--- config.mk ---
export PLATFORM = sky130hd
export DESIGN_NAME = hicr_regs
export DESIGN_NICKNAME = d
export VERILOG_FILES = /design/src/hicr_pkg.sv /design/src/hicr_regs.sv
export SDC_FILE = /design/constraint.sdc
export NUM_CORES = 1
export LEC_CHECK = 0
export ABC_AREA = 1
export BUFFER_PORTS_ARGS = -buffer_cell sky130_fd_sc_hd__buf_2
export CAP_MARGIN = 30
export CORE_MARGIN = 2
export CORE_UTILIZATION = 44
export DETAILED_ROUTE_END_ITERATION = 12
export PLACE_DENSITY = 0.65
export SETUP_SLACK_MARGIN = 0.05
export SLEW_MARGIN = 20
export SYNTH_ARGS = -nofsm -noshare
export SYNTH_HDL_FRONTEND = slang
export SYNTH_SLANG_ARGS = --single-unit
--- constraint.sdc ---
create_clock -name clk_i -period 2.5 [get_ports clk_i]
set_input_delay 0.5 -clock clk_i [delete_from_list [all_inputs] [get_ports clk_i]]
set_output_delay 0.5 -clock clk_i [all_outputs]
set_load 0.01 [all_outputs]
--- src/hicr_pkg.sv ---
// Shared constants for the hub identity and configuration register bank.
// Assumes a single clock domain; offsets are byte addresses on the config port.
package hicr_pkg;

  // Register offsets on the configuration port
  localparam logic [7:0] OFS_VENDOR_ID_LOW       = 8'h00;
  localparam logic [7:0] OFS_VENDOR_ID_HIGH      = 8'h01;
  localparam logic [7:0] OFS_PRODUCT_ID_LOW      = 8'h02;
  localparam logic [7:0] OFS_PRODUCT_ID_HIGH     = 8'h03;
  localparam logic [7:0] OFS_RELEASE_NUMBER_LOW  = 8'h04;
  localparam logic [7:0] OFS_RELEASE_NUMBER_HIGH = 8'h05;
  localparam logic [7:0] OFS_HUB_CONFIG_FIRST    = 8'h06;

  // Number of registers in the bank and index width
  localparam int unsigned NUM_REGS  = 7;
  localparam int unsigned IDX_W     = 3;

  // Field position of the power source select bit in the first config byte
  localparam int unsigned POWER_SOURCE_SELECT_BIT = 7;

  // Reset value of every register before it is loaded
  localparam logic [7:0] REG_RESET = 8'h00;
  // Read answer for an unmapped offset
  localparam logic [7:0] UNMAPPED_READ = 8'h00;

  // Configuration select pin codes
  localparam logic [1:0] SEL_DEFAULT      = 2'h0;
  localparam logic [1:0] SEL_SMBUS        = 2'h1;
  localparam logic [1:0] SEL_DEFAULT_BUS  = 2'h2;
  localparam logic [1:0] SEL_EEPROM       = 2'h3;

  // Configuration modes: wait from reset, then the one chosen after reset release
  typedef enum logic [2:0]
  {
    MODE_WAIT,
    MODE_DEFAULT,
    MODE_DEFAULT_BUS,
    MODE_SMBUS,
    MODE_EEPROM
  } hicr_mode_t;

endpackage : hicr_pkg

--- src/hicr_regs.sv ---
// Hub identity and configuration register bank: identifiers and power select.
// Assumes the SMBus slave or EEPROM loader drives the byte-wide config port
// synchronously to clk_i, and that the select pins are stable at reset release.
`timescale 1ns/100ps

module hicr_regs #(
  parameter logic [7:0] DEF_VENDOR_ID_LOW       = 8'hA5, // Arbitrary value
  parameter logic [7:0] DEF_VENDOR_ID_HIGH      = 8'h5A, // Arbitrary value
  parameter logic [7:0] DEF_PRODUCT_ID_LOW      = 8'h01, // Arbitrary value
  parameter logic [7:0] DEF_PRODUCT_ID_HIGH     = 8'h10, // Arbitrary value
  parameter logic [7:0] DEF_RELEASE_NUMBER_LOW  = 8'h00, // Arbitrary value
  parameter logic [7:0] DEF_RELEASE_NUMBER_HIGH = 8'h01, // Arbitrary value
  parameter logic [7:0] DEF_HUB_CONFIG_FIRST    = 8'h80  // Self-powered default byte
)(
  input  wire logic        clk_i,
  input  wire logic        rst_b_i,
  input  wire logic [1:0]  cfg_select_i,
  input  wire logic        cfg_wr_i,
  input  wire logic        cfg_rd_i,
  input  wire logic [7:0]  cfg_addr_i,
  input  wire logic [7:0]  cfg_wdata_i,
  input  wire logic        dyn_pwr_en_i,
  input  wire logic        local_power_input_i,
  output logic      [7:0]  cfg_rdata_o,
  output logic             cfg_rvalid_o,
  output logic      [2:0]  config_mode_o,
  output logic             strap_enable_o,
  output logic      [15:0] vendor_id_o,
  output logic      [15:0] product_id_o,
  output logic      [15:0] release_number_o,
  output logic             self_powered_o
);

  // Offset decode shared by read and write paths
  function automatic logic [hicr_pkg::IDX_W:0] decode_ofs(input logic [7:0] ofs);
    decode_ofs = '0;
    if (ofs < 8'(hicr_pkg::NUM_REGS))
    begin
      decode_ofs = {1'b1, ofs[hicr_pkg::IDX_W-1:0]};
    end
  endfunction : decode_ofs

  hicr_pkg::hicr_mode_t            mode;
  hicr_pkg::hicr_mode_t            next_mode;
  logic [7:0]                      regs [hicr_pkg::NUM_REGS];
  logic [7:0]                      next_regs [hicr_pkg::NUM_REGS];
  logic [7:0]                      next_cfg_rdata;
  logic                            next_cfg_rvalid;
  logic                            next_strap_enable;
  logic [15:0]                     next_vendor_id;
  logic [15:0]                     next_product_id;
  logic [15:0]                     next_release_number;
  logic                            next_self_powered;
  logic [hicr_pkg::IDX_W:0]        wr_dec;
  logic [hicr_pkg::IDX_W:0]        rd_dec;
  logic                            ext_mode;

  // Index width must reach every register of the bank
  if ((1 << hicr_pkg::IDX_W) < hicr_pkg::NUM_REGS)
  begin : g_idx_check
    $error("register index too narrow for the bank");
  end

  // Mode capture and register file next values
  always_comb
  begin
    next_mode = mode;
    next_regs = regs;
    ext_mode  = (mode == hicr_pkg::MODE_SMBUS) || (mode == hicr_pkg::MODE_EEPROM);
    wr_dec    = decode_ofs(cfg_addr_i);
    rd_dec    = decode_ofs(cfg_addr_i);
    case (mode)
      hicr_pkg::MODE_WAIT:
      begin
        // First edge after release catches the select pins
        case (cfg_select_i)
          hicr_pkg::SEL_SMBUS:       next_mode = hicr_pkg::MODE_SMBUS;
          hicr_pkg::SEL_EEPROM:      next_mode = hicr_pkg::MODE_EEPROM;
          hicr_pkg::SEL_DEFAULT_BUS: next_mode = hicr_pkg::MODE_DEFAULT_BUS;
          default:                   next_mode = hicr_pkg::MODE_DEFAULT;
        endcase
        if (cfg_select_i == hicr_pkg::SEL_DEFAULT || cfg_select_i == hicr_pkg::SEL_DEFAULT_BUS)
        begin
          next_regs[0] = DEF_VENDOR_ID_LOW;
          next_regs[1] = DEF_VENDOR_ID_HIGH;
          next_regs[2] = DEF_PRODUCT_ID_LOW;
          next_regs[3] = DEF_PRODUCT_ID_HIGH;
          next_regs[4] = DEF_RELEASE_NUMBER_LOW;
          next_regs[5] = DEF_RELEASE_NUMBER_HIGH;
          next_regs[6] = DEF_HUB_CONFIG_FIRST;
          next_regs[6][hicr_pkg::POWER_SOURCE_SELECT_BIT] = (cfg_select_i == hicr_pkg::SEL_DEFAULT);
        end
      end
      hicr_pkg::MODE_SMBUS, hicr_pkg::MODE_EEPROM:
      begin
        // External source loads bytes; zero until then
        if (cfg_wr_i && wr_dec[hicr_pkg::IDX_W])
        begin
          next_regs[wr_dec[hicr_pkg::IDX_W-1:0]] = cfg_wdata_i;
        end
      end
      hicr_pkg::MODE_DEFAULT, hicr_pkg::MODE_DEFAULT_BUS:
      begin
        next_mode = mode;
      end
      default:
      begin
        next_mode = hicr_pkg::MODE_WAIT;
      end
    endcase
  end

  // Mode and register file storage
  always_ff @(posedge clk_i or negedge rst_b_i)
  begin
    if (!rst_b_i)
    begin
      mode <= hicr_pkg::MODE_WAIT;
      for (int i = 0; i < hicr_pkg::NUM_REGS; i++)
      begin
        regs[i] <= hicr_pkg::REG_RESET;
      end
    end
    else
    begin
      mode <= next_mode;
      regs <= next_regs;
    end
  end

  // Read answer and upstream presentation next values
  always_comb
  begin
    next_cfg_rvalid = cfg_rd_i && ext_mode;
    next_cfg_rdata  = hicr_pkg::UNMAPPED_READ;
    if (cfg_rd_i && ext_mode && rd_dec[hicr_pkg::IDX_W])
    begin
      next_cfg_rdata = regs[rd_dec[hicr_pkg::IDX_W-1:0]];
    end
    next_strap_enable   = (mode == hicr_pkg::MODE_DEFAULT) || (mode == hicr_pkg::MODE_DEFAULT_BUS);
    next_vendor_id      = {regs[1], regs[0]};
    next_product_id     = {regs[3], regs[2]};
    next_release_number = {regs[5], regs[4]};
    if (dyn_pwr_en_i)
    begin
      next_self_powered = local_power_input_i;
    end
    else
    begin
      next_self_powered = regs[6][hicr_pkg::POWER_SOURCE_SELECT_BIT];
    end
  end

  // Output registers
  always_ff @(posedge clk_i or negedge rst_b_i)
  begin
    if (!rst_b_i)
    begin
      cfg_rdata_o      <= hicr_pkg::UNMAPPED_READ;
      cfg_rvalid_o     <= 1'b0;
      config_mode_o    <= 3'h0;
      strap_enable_o   <= 1'b0;
      vendor_id_o      <= 16'h0000;
      product_id_o     <= 16'h0000;
      release_number_o <= 16'h0000;
      self_powered_o   <= 1'b0;
    end
    else
    begin
      cfg_rdata_o      <= next_cfg_rdata;
      cfg_rvalid_o     <= next_cfg_rvalid;
      config_mode_o    <= 3'(mode);
      strap_enable_o   <= next_strap_enable;
      vendor_id_o      <= next_vendor_id;
      product_id_o     <= next_product_id;
      release_number_o <= next_release_number;
      self_powered_o   <= next_self_powered;
    end
  end
endmodule : hicr_regs

==> metrics.md, run 1 <==
| Metric | Value |
|---|---|
| CP endpoint kind | flip-flop |
| Critical path launch point type | flip-flop |
| Status | finished, final reports clean |
| Number of nets with antenna violations after routing | 0 |
| Fin util | 56.3% |
| Vias after detailed routing | 3,867 |
| Slowest CP cell | dfrtp_1 |
| Leak Pwr | 3.49 nW |
| #FFs+latches synth | 121 |
| Post-DP Area | 5480 um2 |
| Area contributors post-synth | dfrtp_1, nand2_1, nor2_1 |
| Kind of critical path | reg2reg |
| Final slew viol count | 0 |
| Clock transition at path regs | 60 ps |
| Drt pass-1 iters | 5 |
| Hpwl dp | 8580 um |
| Synthesized Nets | 572 |
| Final setup fails | 0 |
| Finished Cell Area | ~6100 um2 |
| Clock tree buffer depth | 2 |
| Die Y | ~110 um |
| M1 WL | 5320 um |
| Mapped Cells | about 540 |
| Clock skew | 9.13 ps |
| Total CTS buffers | 17 |
| Top layer in use | met4 |
| Residual DRC | 0 |
| Synthesized area | 4880 um2 |
| Power Total | 6.28 mW |
| Number of global-route vias before repair | 3,661 |
| Post-Syn Area per Cell | 8.97 um2 |
| Synth unique cells | 24 |
| Storage cell area | 3030 um2 |
| Leading area contributor after synthesis | dfrtp_1 |
| Final nets | 674 |
| PwrDens | 1030 nW/um2 |
| # rows | 38 |
| Number of synthesized flops with an enable pin | 0 |
| Total gr overflow | 0 |
| MaxCap Viol Count | 0 |
| Slew Limit Headroom | 64.7% |
| VDD IR max | about 570 uV |
| Final Hold Violating Endpoints | 0 |
| Worst Path Arrival | 2610 ps |
| TritonCTS clock tree | yes |
| Footprint of the multi-input gates | 1590 um2 |
| Most common library cells after synthesis | nand2_1, dfrtp_1, nor2_1 |
| Routability cong. | 0.904 |
| Minimum clock period | 2140 ps |
| IO Pins | 86 |
| Routed length on met3 | around 840 um |
| Initial DRC count | 328 |
| Setup slack at placement | about 250 ps |
| Routed wire per std cell | 15.5 um |
| Syn-to-layout area delta | 25.1% |
| # diodes | 0 |
| Largest net degree at the start of global routing | a little over 60 |
| Top cell type's share of synthesized area | 62.1% |
| # placed instances | 765 |
| Fill cells | 975 |
| Max FO, Critical Path | 12 |
| Post-route setup slack | roughly 360 ps |
| Slew @ Worst Pin | ~530 ps |
| DRT Wirelength | between 10,000 and 15,000 um |
| Placeable Area | ~11,000 um2 |
| Fin Setup TNS | 0 ps |
| Routed vias/inst | 4.84 |
| RSZ-0062 raised after global routing | false |
| CTS sink cnt | around 120 |
| Starting Density | 45.0% |
| Fin cells | about 800 |
| CP cell instances | nand2_1 -> o21ai_4 -> a21oi_2 -> inv_2 -> nor2_1 -> nand2_1 -> nand2_1 |
| Synth Flop Type | dfrtp_1 |
| Die width | approximately 110 um |
| Met2 WL | slightly below 6000 um |
| Clk Latency, worst-skew pair | roughly 530 ps |
| Die ar. | 11,900 um2 |
| Top cell by count, worst path | nand2_1 |
| Synth Warn # | 0 |
| Root buf cell | clkbuf_8 |
| Post-synthesis sequential area ratio | around 62% |
| Count leader, synth | nand2_1 |
| Max Fclk | 0.467 GHz |
| H-Tree Depth | 4 |
| Share of cells above drive strength 1 | 25.2% |
| Largest stage delay, worst path | approximately 500 ps |
| Worst path required time | between 2000 and 3000 ps |
| FFs w/ async S/R, synth | 100% |
| Final period util | a little under nine tenths |
| Initial antenna violation count | 0 |
| Reg2reg setup slack | 360 ps |
| Port bufs | 85 |
| GRT Total Usage | 22.6% |
| Worst hold-check slack | 172 ps |
| Worst hold path type | in2reg |
| First-pass GRT wire length | 19,600 um |
## placed cells by master, fill, tap and decap left out, types with 7 or more instances in the layout
master,synthesis,layout
nand3_1,32,32
nor2_2,7,7
nor2_1,59,59
buf_2,8,84
dfrtp_1,121,121
clkbuf_16,0,16
inv_1,53,53
a21oi_1,8,8
nand2_1,196,196
buf_4,0,7
or2_2,21,21
## layout make-up
cell class | count | share of cell area, %
Multi-Input combinational cell | 357 | 26.0
Inverter | 55 | 3.38
Timing Repair Buffer | 94 | 8.32
Sequential cell | 121 | 49.6
Tap cell | 140 | 2.87
Clock inverter | 14 | 2.83
Clock buffer | 18 | 7.01
## cells by family (layout without fill, tap and decap cells)
logic type	Yosys count	count (layout)	share of synthesized area, %
AOI/OAI and AO/OA	21	21	2.44
adders and majority gates	4	4	1.03
and+or+nand+nor	332	332	28.9
buffers and inverters	66	181	5.59
DFF	121	121	62.1
## power breakdown
part,switching (mW),total [mW],leakage [nW],internal [mW]
combinational,0.899,1.31,1.60,0.413
clock,0.899,2.44,0.279,1.55
sequential,0.207,2.53,1.62,2.32
total,2.01,6.28,3.49,4.28
## worst max-delay path, delay by kind of cell, from the launching register on
kind / cells / cell delay (ps)
buffers and inverters: 1 / 180
flip-flops: 1 / 500
AND/OR/NAND/NOR: 4 / 800
AO/OA/AOI/OAI: 2 / 590
## per-layer routing
metal,GRT usage (%),up-vias
li1,-,1868
met2,34.9,159
met5,0,-
met3,5.39,28
met4,10.5,0
met1,30.3,1812
## flip-flops by register name, summed over array words and instances (netlist names)
name,flops
release_number_o,16
config_mode_o,3
mode,3
regs,8
self_powered_o,1
strap_enable_o,1
next_vendor_id,16
next_product_id,16
vendor_id_o,16
cfg_rvalid_o,1
product_id_o,16
cfg_rdata_o,8
next_release_number,16
## final timing paths
check	from	endpoint	cells past startpoint
worst min-delay path	dyn_pwr_en_i	self_powered_o$_DFF_PN0_	2
worst max register to register	mode[2]$_DFFE_PN0N_	next_vendor_id[8]$_DFFE_PN0P_	7
max in group asynchronous	rst_b_i	regs[3]$_DFFE_PN0P_	3
worst max-delay path	mode[2]$_DFFE_PN0N_	next_vendor_id[8]$_DFFE_PN0P_	7
min in group asynchronous	rst_b_i	vendor_id_o[7]$_DFF_PN0_	2
worst min register to register	next_product_id[1]$_DFFE_PN0P_	product_id_o[1]$_DFF_PN0_	0
## what timing repair did
item / in CTS / in global routing
setup buffers: 0 / 0
endpoints found under the setup margin: 0 / 8
hold buffers: 1 / 0
hold endpoints to repair: 33 / 0
gates resized for setup: 0 / 1
No activity file was read; power rests on OpenSTA's default activity.
==> run 2: changes to the inputs <==
Settings changed: REMOVE_ABC_BUFFERS set to 1.
==> metrics.md, run 2 (same netlist as run 1, synthesis figures left out) <==
| Metric | Value |
|---|---|
| Routed length on met3 | 809 um (was 842 um) |
| Largest net degree at the start of global routing | 54 (was 61) |
| Fin Setup TNS | 0 ps (unchanged) |
| Vias after detailed routing | 3,934 (was 3,867) |
| Number of nets with antenna violations after routing | 0 (unchanged) |
| MaxCap Viol Count | 0 (unchanged) |
| H-Tree Depth | 4 (unchanged) |
| Hpwl dp | 8600 um (was 8580 um) |
| CP cell instances | nor2_1 -> inv_1 -> nand2_1 -> nand3_1 -> nor2_1 -> o21ai_0 -> nor2_1 -> nand2_1 -> nor2_1 (was nand2_1 -> o21ai_4 -> a21oi_2 -> inv_2 -> nor2_1 -> nand2_1 -> nand2_1) |
| Drt pass-1 iters | 6 (was 5) |
| WHS Path Cells | 2 (unchanged) |
| Clk Latency, worst-skew pair | 530 ps (about the same) |
| Slew Limit Headroom | 57.4% (was 64.7%) |
| Initial DRC count | 283 (was 328) |
| DRT Wirelength | 12,300 um (was 12,400 um) |
| Routability cong. | 0.909 (was 0.904) |
| Reg2reg end | cfg_rdata_o[2]$_DFF_PN0_ (was next_vendor_id[8]$_DFFE_PN0P_) |
| Final slew viol count | 0 (unchanged) |
| Kind of critical path | reg2reg (unchanged) |
| Residual DRC | 0 (unchanged) |
| Port bufs | 85 (unchanged) |
| Worst hold path type | in2reg (unchanged) |
| Met2 WL | 5550 um (was 5850 um) |
| CTS sink cnt | 121 (unchanged) |
| VDD IR max | 513 uV (was 573 uV) |
| Most common cell after layout, fill and taps aside | nand2_1 (unchanged) |
| Endpoint, Worst Hold | self_powered_o$_DFF_PN0_ (unchanged) |
| TritonCTS clock tree | yes (unchanged) |
| Total gr overflow | 0 (unchanged) |
| Finished Cell Area | 6150 um2 (was 6100 um2) |
| CP endpoint kind | flip-flop (unchanged) |
| # diodes | 0 (unchanged) |
| Top cell by count, worst path | nor2_1 (was nand2_1) |
| IO Pins | 86 (unchanged) |
| Final Hold Violating Endpoints | 0 (unchanged) |
| Root buf cell | clkbuf_8 (unchanged) |
| Final period util | 78.4% (was 85.6%) |
| M1 WL | 5450 um (was 5320 um) |
| Post-DP Area | 5530 um2 (was 5480 um2) |
| Routed wire per std cell | 15.3 um (was 15.5 um) |
| Initial antenna violation count | 0 (unchanged) |
| Total CTS buffers | 17 (unchanged) |
| Reg2reg start | mode[1]$_DFFE_PN0N_ (was mode[2]$_DFFE_PN0N_) |
| Commonest non-fill, non-tap cells in the layout | nand2_1, dfrtp_1, buf_2 (unchanged) |
| Worst Path Arrival | 2410 ps (was 2610 ps) |
| Syn-to-layout area delta | 26.2% (was 25.1%) |
| Worst hold-check slack | 176 ps (was 172 ps) |
| Fin cells | 804 (was 799) |
| First-pass GRT wire length | 19,600 um (about the same) |
| Worst path required time | 2950 ps (was 2970 ps) |
| Clock skew | 4.85 ps (was 9.13 ps) |
| Largest stage delay, worst path | 400 ps (was 500 ps) |
| RSZ-0062 raised after global routing | false (unchanged) |
| Leak Pwr | 3.53 nW (was 3.49 nW) |
| GRT Total Usage | 22.6% (about the same) |
| Slowest CP cell | dfrtp_1 (unchanged) |
| Minimum clock period | 1960 ps (was 2140 ps) |
| Min-delay src | dyn_pwr_en_i (unchanged) |
| Resize count post-CTS | 0 (unchanged) |
| PwrDens | 1050 nW/um2 (was 1030 nW/um2) |
| Routed vias/inst | 4.89 (was 4.84) |
| Status | finished, final reports clean (unchanged) |
| Placeable Area | 10,800 um2 (unchanged) |
| Final setup fails | 0 (unchanged) |
| # placed instances | 771 (was 765) |
| Clock tree buffer depth | 2 (unchanged) |
| Final nets | 679 (was 674) |
| Max FO, Critical Path | 8 (was 12) |
| # rows | 38 (unchanged) |
| Clock transition at path regs | 60 ps (about the same) |
| R2r worst-path depth | 9 (was 7) |
| Die Y | 109 um (unchanged) |
| Slew @ Worst Pin | 634 ps (was 527 ps) |
| Die width | 109 um (unchanged) |
| Die ar. | 11,900 um2 (unchanged) |
| Max Fclk | 0.511 GHz (was 0.467 GHz) |
| Number of global-route vias before repair | 3,725 (was 3,661) |
| Critical path launch point type | flip-flop (unchanged) |
| Share of cells above drive strength 1 | 25.5% (was 25.2%) |
| Starting Density | 45.0% (unchanged) |
| Top layer in use | met4 (unchanged) |
| Reg2reg setup slack | 540 ps (was 360 ps) |
## run 2: worst max path at each step
| stage | start | to | cells after the start |
|---|---|---|---|
| after floorplan | cfg_addr_i[5] | next_vendor_id[11]$_DFFE_PN0P_ | 8 |
| after global placement | cfg_addr_i[0] | cfg_rdata_o[2]$_DFF_PN0_ | 11 |
| after detailed placement | cfg_addr_i[0] | cfg_rdata_o[2]$_DFF_PN0_ | 11 |
| after CTS | mode[0]$_DFFE_PN0N_ | cfg_rdata_o[2]$_DFF_PN0_ | 9 |
| after global routing | mode[1]$_DFFE_PN0N_ | cfg_rdata_o[2]$_DFF_PN0_ | 9 |
| final | mode[1]$_DFFE_PN0N_ | cfg_rdata_o[2]$_DFF_PN0_ | 9 |
## run 2: area by class of cell
class	instances	area [um2]
Fill cell	988	4690
Sequential cell	121	3030
Multi-Input combinational cell	357	1580
Timing Repair Buffer	99	548
Clock buffer	21	449
Inverter	55	206
Tap cell	140	175
Clock inverter	11	170
## run 2: what timing repair did
action | CTS | global route
buffers inserted | 0 | 0
hold buffers | 1 | 0
endpoints found under the hold margin | 15 | 0
## run 2: per-layer routing
layer,track usage [%],up-vias
met5,0,-
met1,30.8,1854
met2,33.6,166
met3,5.99,33
met4,11.2,0
li1,-,1881
## run 2: per-stage QoR
step	utilization [%]	power [mW]	setup WS, ps
6_report	56.8	6.44	541
3_3_place_gp	51.0	3.91	326
4_1_cts	56.8	6.49	564
2_1_floorplan	-	3.27	199
3_5_place_dp	51.0	3.94	271
5_1_grt	56.8	6.76	228
## run 2: worst max-delay path: cells and delay by family, from the launching register on
| kind | cells | cell delay (ps) |
|---|---|---|
| simple gates | 7 | 1200 |
| flops | 1 | 400 |
| compound gates | 1 | 170 |
| buf+inv | 1 | 100 |
## run 2: where the power goes
part | switching [mW] | internal, mW | leakage [nW]
combinational | 0.921 | 0.467 | 1.63
sequential | 0.209 | 2.32 | 1.62
clock | 0.857 | 1.67 | 0.294
==> run 3: changes to the inputs <==
Settings changed: PLACE_DENSITY 0.65 to 0.68.
Clock period 2.5 ns to 1.69 ns, I/O delays scaled along.
==> metrics.md, run 3 (same netlist as run 1, synthesis figures left out) <==
| Metric | Value |
|---|---|
| Failing checks | negative setup slack |
| # diodes | 0 (unchanged) |
| Post-DP Area | 5890 um2 (was 5530 um2) |
| Fin util | 64.5% (was 56.8%) |
| Starting Density | 45.0% (unchanged) |
| MaxCap Viol Count | 0 (unchanged) |
| Max Fclk | 0.582 GHz (was 0.511 GHz) |
| DRT Wirelength | 13,800 um (was 12,300 um) |
| CP cell instances | nor2_2 -> buf_6 -> nand2_4 -> o21ai_4 -> clkinv_4 -> buf_12 -> buf_4 -> or2_4 -> nand3_2 -> nand2_1 (was nor2_1 -> inv_1 -> nand2_1 -> nand3_1 -> nor2_1 -> o21ai_0 -> nor2_1 -> nand2_1 -> nor2_1) |
| Final period util | 102% (was 78.4%) |
| Clock tree buffer depth | 2 (unchanged) |
| Reg2reg setup slack | -30 ps (was 540 ps) |
| Worst Path Arrival | 2130 ps (was 2410 ps) |
| TritonCTS clock tree | yes (unchanged) |
| Total CTS buffers | 17 (unchanged) |
| Final slew viol count | 0 (unchanged) |
| Max FO, Critical Path | 7 (was 8) |
| Largest net degree at the start of global routing | 91 (was 54) |
| Finished Cell Area | 7000 um2 (was 6150 um2) |
| Die width | 109 um (unchanged) |
| Critical path launch point type | flip-flop (unchanged) |
| M1 WL | 5960 um (was 5450 um) |
| Initial antenna violation count | 0 (unchanged) |
| PwrDens | 1570 nW/um2 (was 1050 nW/um2) |
| Slowest CP cell | dfrtp_1 (unchanged) |
| Root buf cell | clkbuf_8 (unchanged) |
| Number of nets with antenna violations after routing | 0 (unchanged) |
| Fin Setup TNS | -117 ps (was 0 ps) |
| Share of cells above drive strength 1 | 39.0% (was 25.5%) |
| Routed length on met3 | 928 um (was 809 um) |
| CTS sink cnt | 121 (unchanged) |
| Worst setup path startpoint | mode[1]$_DFFE_PN0N_ (unchanged) |
| Worst path required time | 2100 ps (was 2950 ps) |
| Routed wire per std cell | 16.0 um (was 15.3 um) |
| Die ar. | 11,900 um2 (unchanged) |
| Worst hold path type | in2reg (unchanged) |
| Top layer in use | met4 (unchanged) |
| Slew @ Worst Pin | 457 ps (was 634 ps) |
| IO Pins | 86 (unchanged) |
| Number of global-route vias before repair | 3,976 (was 3,725) |
| Final setup fails | 10 (was 0) |
| RSZ-0062 raised after global routing | true (was false) |
| Clk Latency, worst-skew pair | 530 ps (about the same) |
| Met2 WL | 6600 um (was 5550 um) |
| Die Y | 109 um (unchanged) |
| Final nets | 738 (was 679) |
| Total gr overflow | 0 (unchanged) |
| R2r worst-path depth | 10 (was 9) |
| Slew Limit Headroom | 69.3% (was 57.4%) |
| CP endpoint kind | flip-flop (unchanged) |
| Reg2reg start | mode[1]$_DFFE_PN0N_ (unchanged) |
| Setup slack at placement | -194 ps (was 271 ps) |
| Vias after detailed routing | 4,301 (was 3,934) |
| Post-route setup slack | -28.9 ps (was 541 ps) |
| Worst Setup EP | next_vendor_id[7]$_DFFE_PN0P_ (was cfg_rdata_o[2]$_DFF_PN0_) |
| H-Tree Depth | 4 (unchanged) |
| Initial DRC count | 384 (was 283) |
| Clock skew | 9.73 ps (was 4.85 ps) |
| Commonest non-fill, non-tap cells in the layout | nand2_1, dfrtp_1, buf_2 (unchanged) |
| GRT Total Usage | 23.4% (was 22.6%) |
| Most common cell after layout, fill and taps aside | nand2_1 (unchanged) |
| First-pass GRT wire length | 20,400 um (was 19,600 um) |
| Clock transition at path regs | 60 ps (about the same) |
| Reg2reg end | next_vendor_id[7]$_DFFE_PN0P_ (was cfg_rdata_o[2]$_DFF_PN0_) |
| Largest stage delay, worst path | 410 ps (was 400 ps) |
| Placeable Area | 10,800 um2 (unchanged) |
| Routability cong. | 0.898 (was 0.909) |
| Power Total | 11.0 mW (was 6.44 mW) |
| # rows | 38 (unchanged) |
| Minimum clock period | 1720 ps (was 1960 ps) |
| Syn-to-layout area delta | 43.4% (was 26.2%) |
| Final Hold Violating Endpoints | 0 (unchanged) |
| Leak Pwr | 3.97 nW (was 3.53 nW) |
| Drt pass-1 iters | 6 (unchanged) |
| Hpwl dp | 9260 um (was 8600 um) |
| VDD IR max | 872 uV (was 513 uV) |
| Port bufs | 85 (unchanged) |
| Routed vias/inst | 4.98 (was 4.89) |
| Kind of critical path | reg2reg (unchanged) |
| Status | finished with violations (was finished, final reports clean) |
| Residual DRC | 0 (unchanged) |
## run 3: cell count changes in the layout (fill, tap and decap cells not counted), moves of 10 or more
| cell | previous run | this run |
|---|---|---|
| buf_4 | 13 | 51 |
| buf_6 | 0 | 16 |
| nand2_1 | 196 | 166 |
| nand2_2 | 6 | 28 |
| nor2_1 | 59 | 47 |
| nor2_4 | 1 | 11 |
## run 3: report_power, final
group	internal [mW]	switching [mW]	leakage, nW
combinational	1.43	1.92	2.05
sequential	3.43	0.347	1.61
clock	2.59	1.25	0.310
## run 3: timing repair
| action | CTS | global route |
|---|---|---|
| gates resized for setup | 10 | 96 |
| endpoints found under the setup margin | 58 | 63 |
| pin swaps | 3 | 43 |
| hold endpoints to repair | 122 | 0 |
| setup buffers | 0 | 13 |
| hold buffers | 2 | 0 |
## run 3: per-stage QoR
stage	hold WS (ps)	std cells
floorplan	42.4	533
global placement	389	816
detailed placement	393	816
CTS	5.77	850
global route	14.3	863
finish	13.9	863
## run 3: worst min-delay path by stage
stage,startpoint,end,slack [ps],depth (start not counted)
after CTS,local_power_input_i,self_powered_o$_DFF_PN0_,6,3
after global placement,next_product_id[3]$_DFFE_PN0P_,product_id_o[3]$_DFF_PN0_,390,0
after detailed placement,next_vendor_id[2]$_DFFE_PN0P_,vendor_id_o[2]$_DFF_PN0_,390,0
after floorplan,rst_b_i,cfg_rdata_o[0]$_DFF_PN0_,40,0
after global routing,local_power_input_i,self_powered_o$_DFF_PN0_,10,3
final,local_power_input_i,self_powered_o$_DFF_PN0_,10,3
## run 3: layout make-up
class	instances	area (um2)
Multi-Input combinational cell	357	1840
Clock buffer	26	498
Inverter	55	216
Sequential cell	121	3030
Tap cell	140	175
Timing Repair Buffer	158	1100
Clock inverter	6	134
Fill cell	862	3840
## run 3: layer usage
metal,vias up,track usage (%)
li1,2012,-
met1,2064,32.0
met2,199,36.2
met3,26,5.63
met4,0,9.31
met5,-,0
## run 3: worst max-delay path, delay by kind of cell (launching register included)
family | cells | cell delay (ps)
AO/OA/AOI/OAI | 1 | 110
buffers and inverters | 4 | 530
flip-flops | 1 | 410
AND/OR/NAND/NOR | 5 | 550
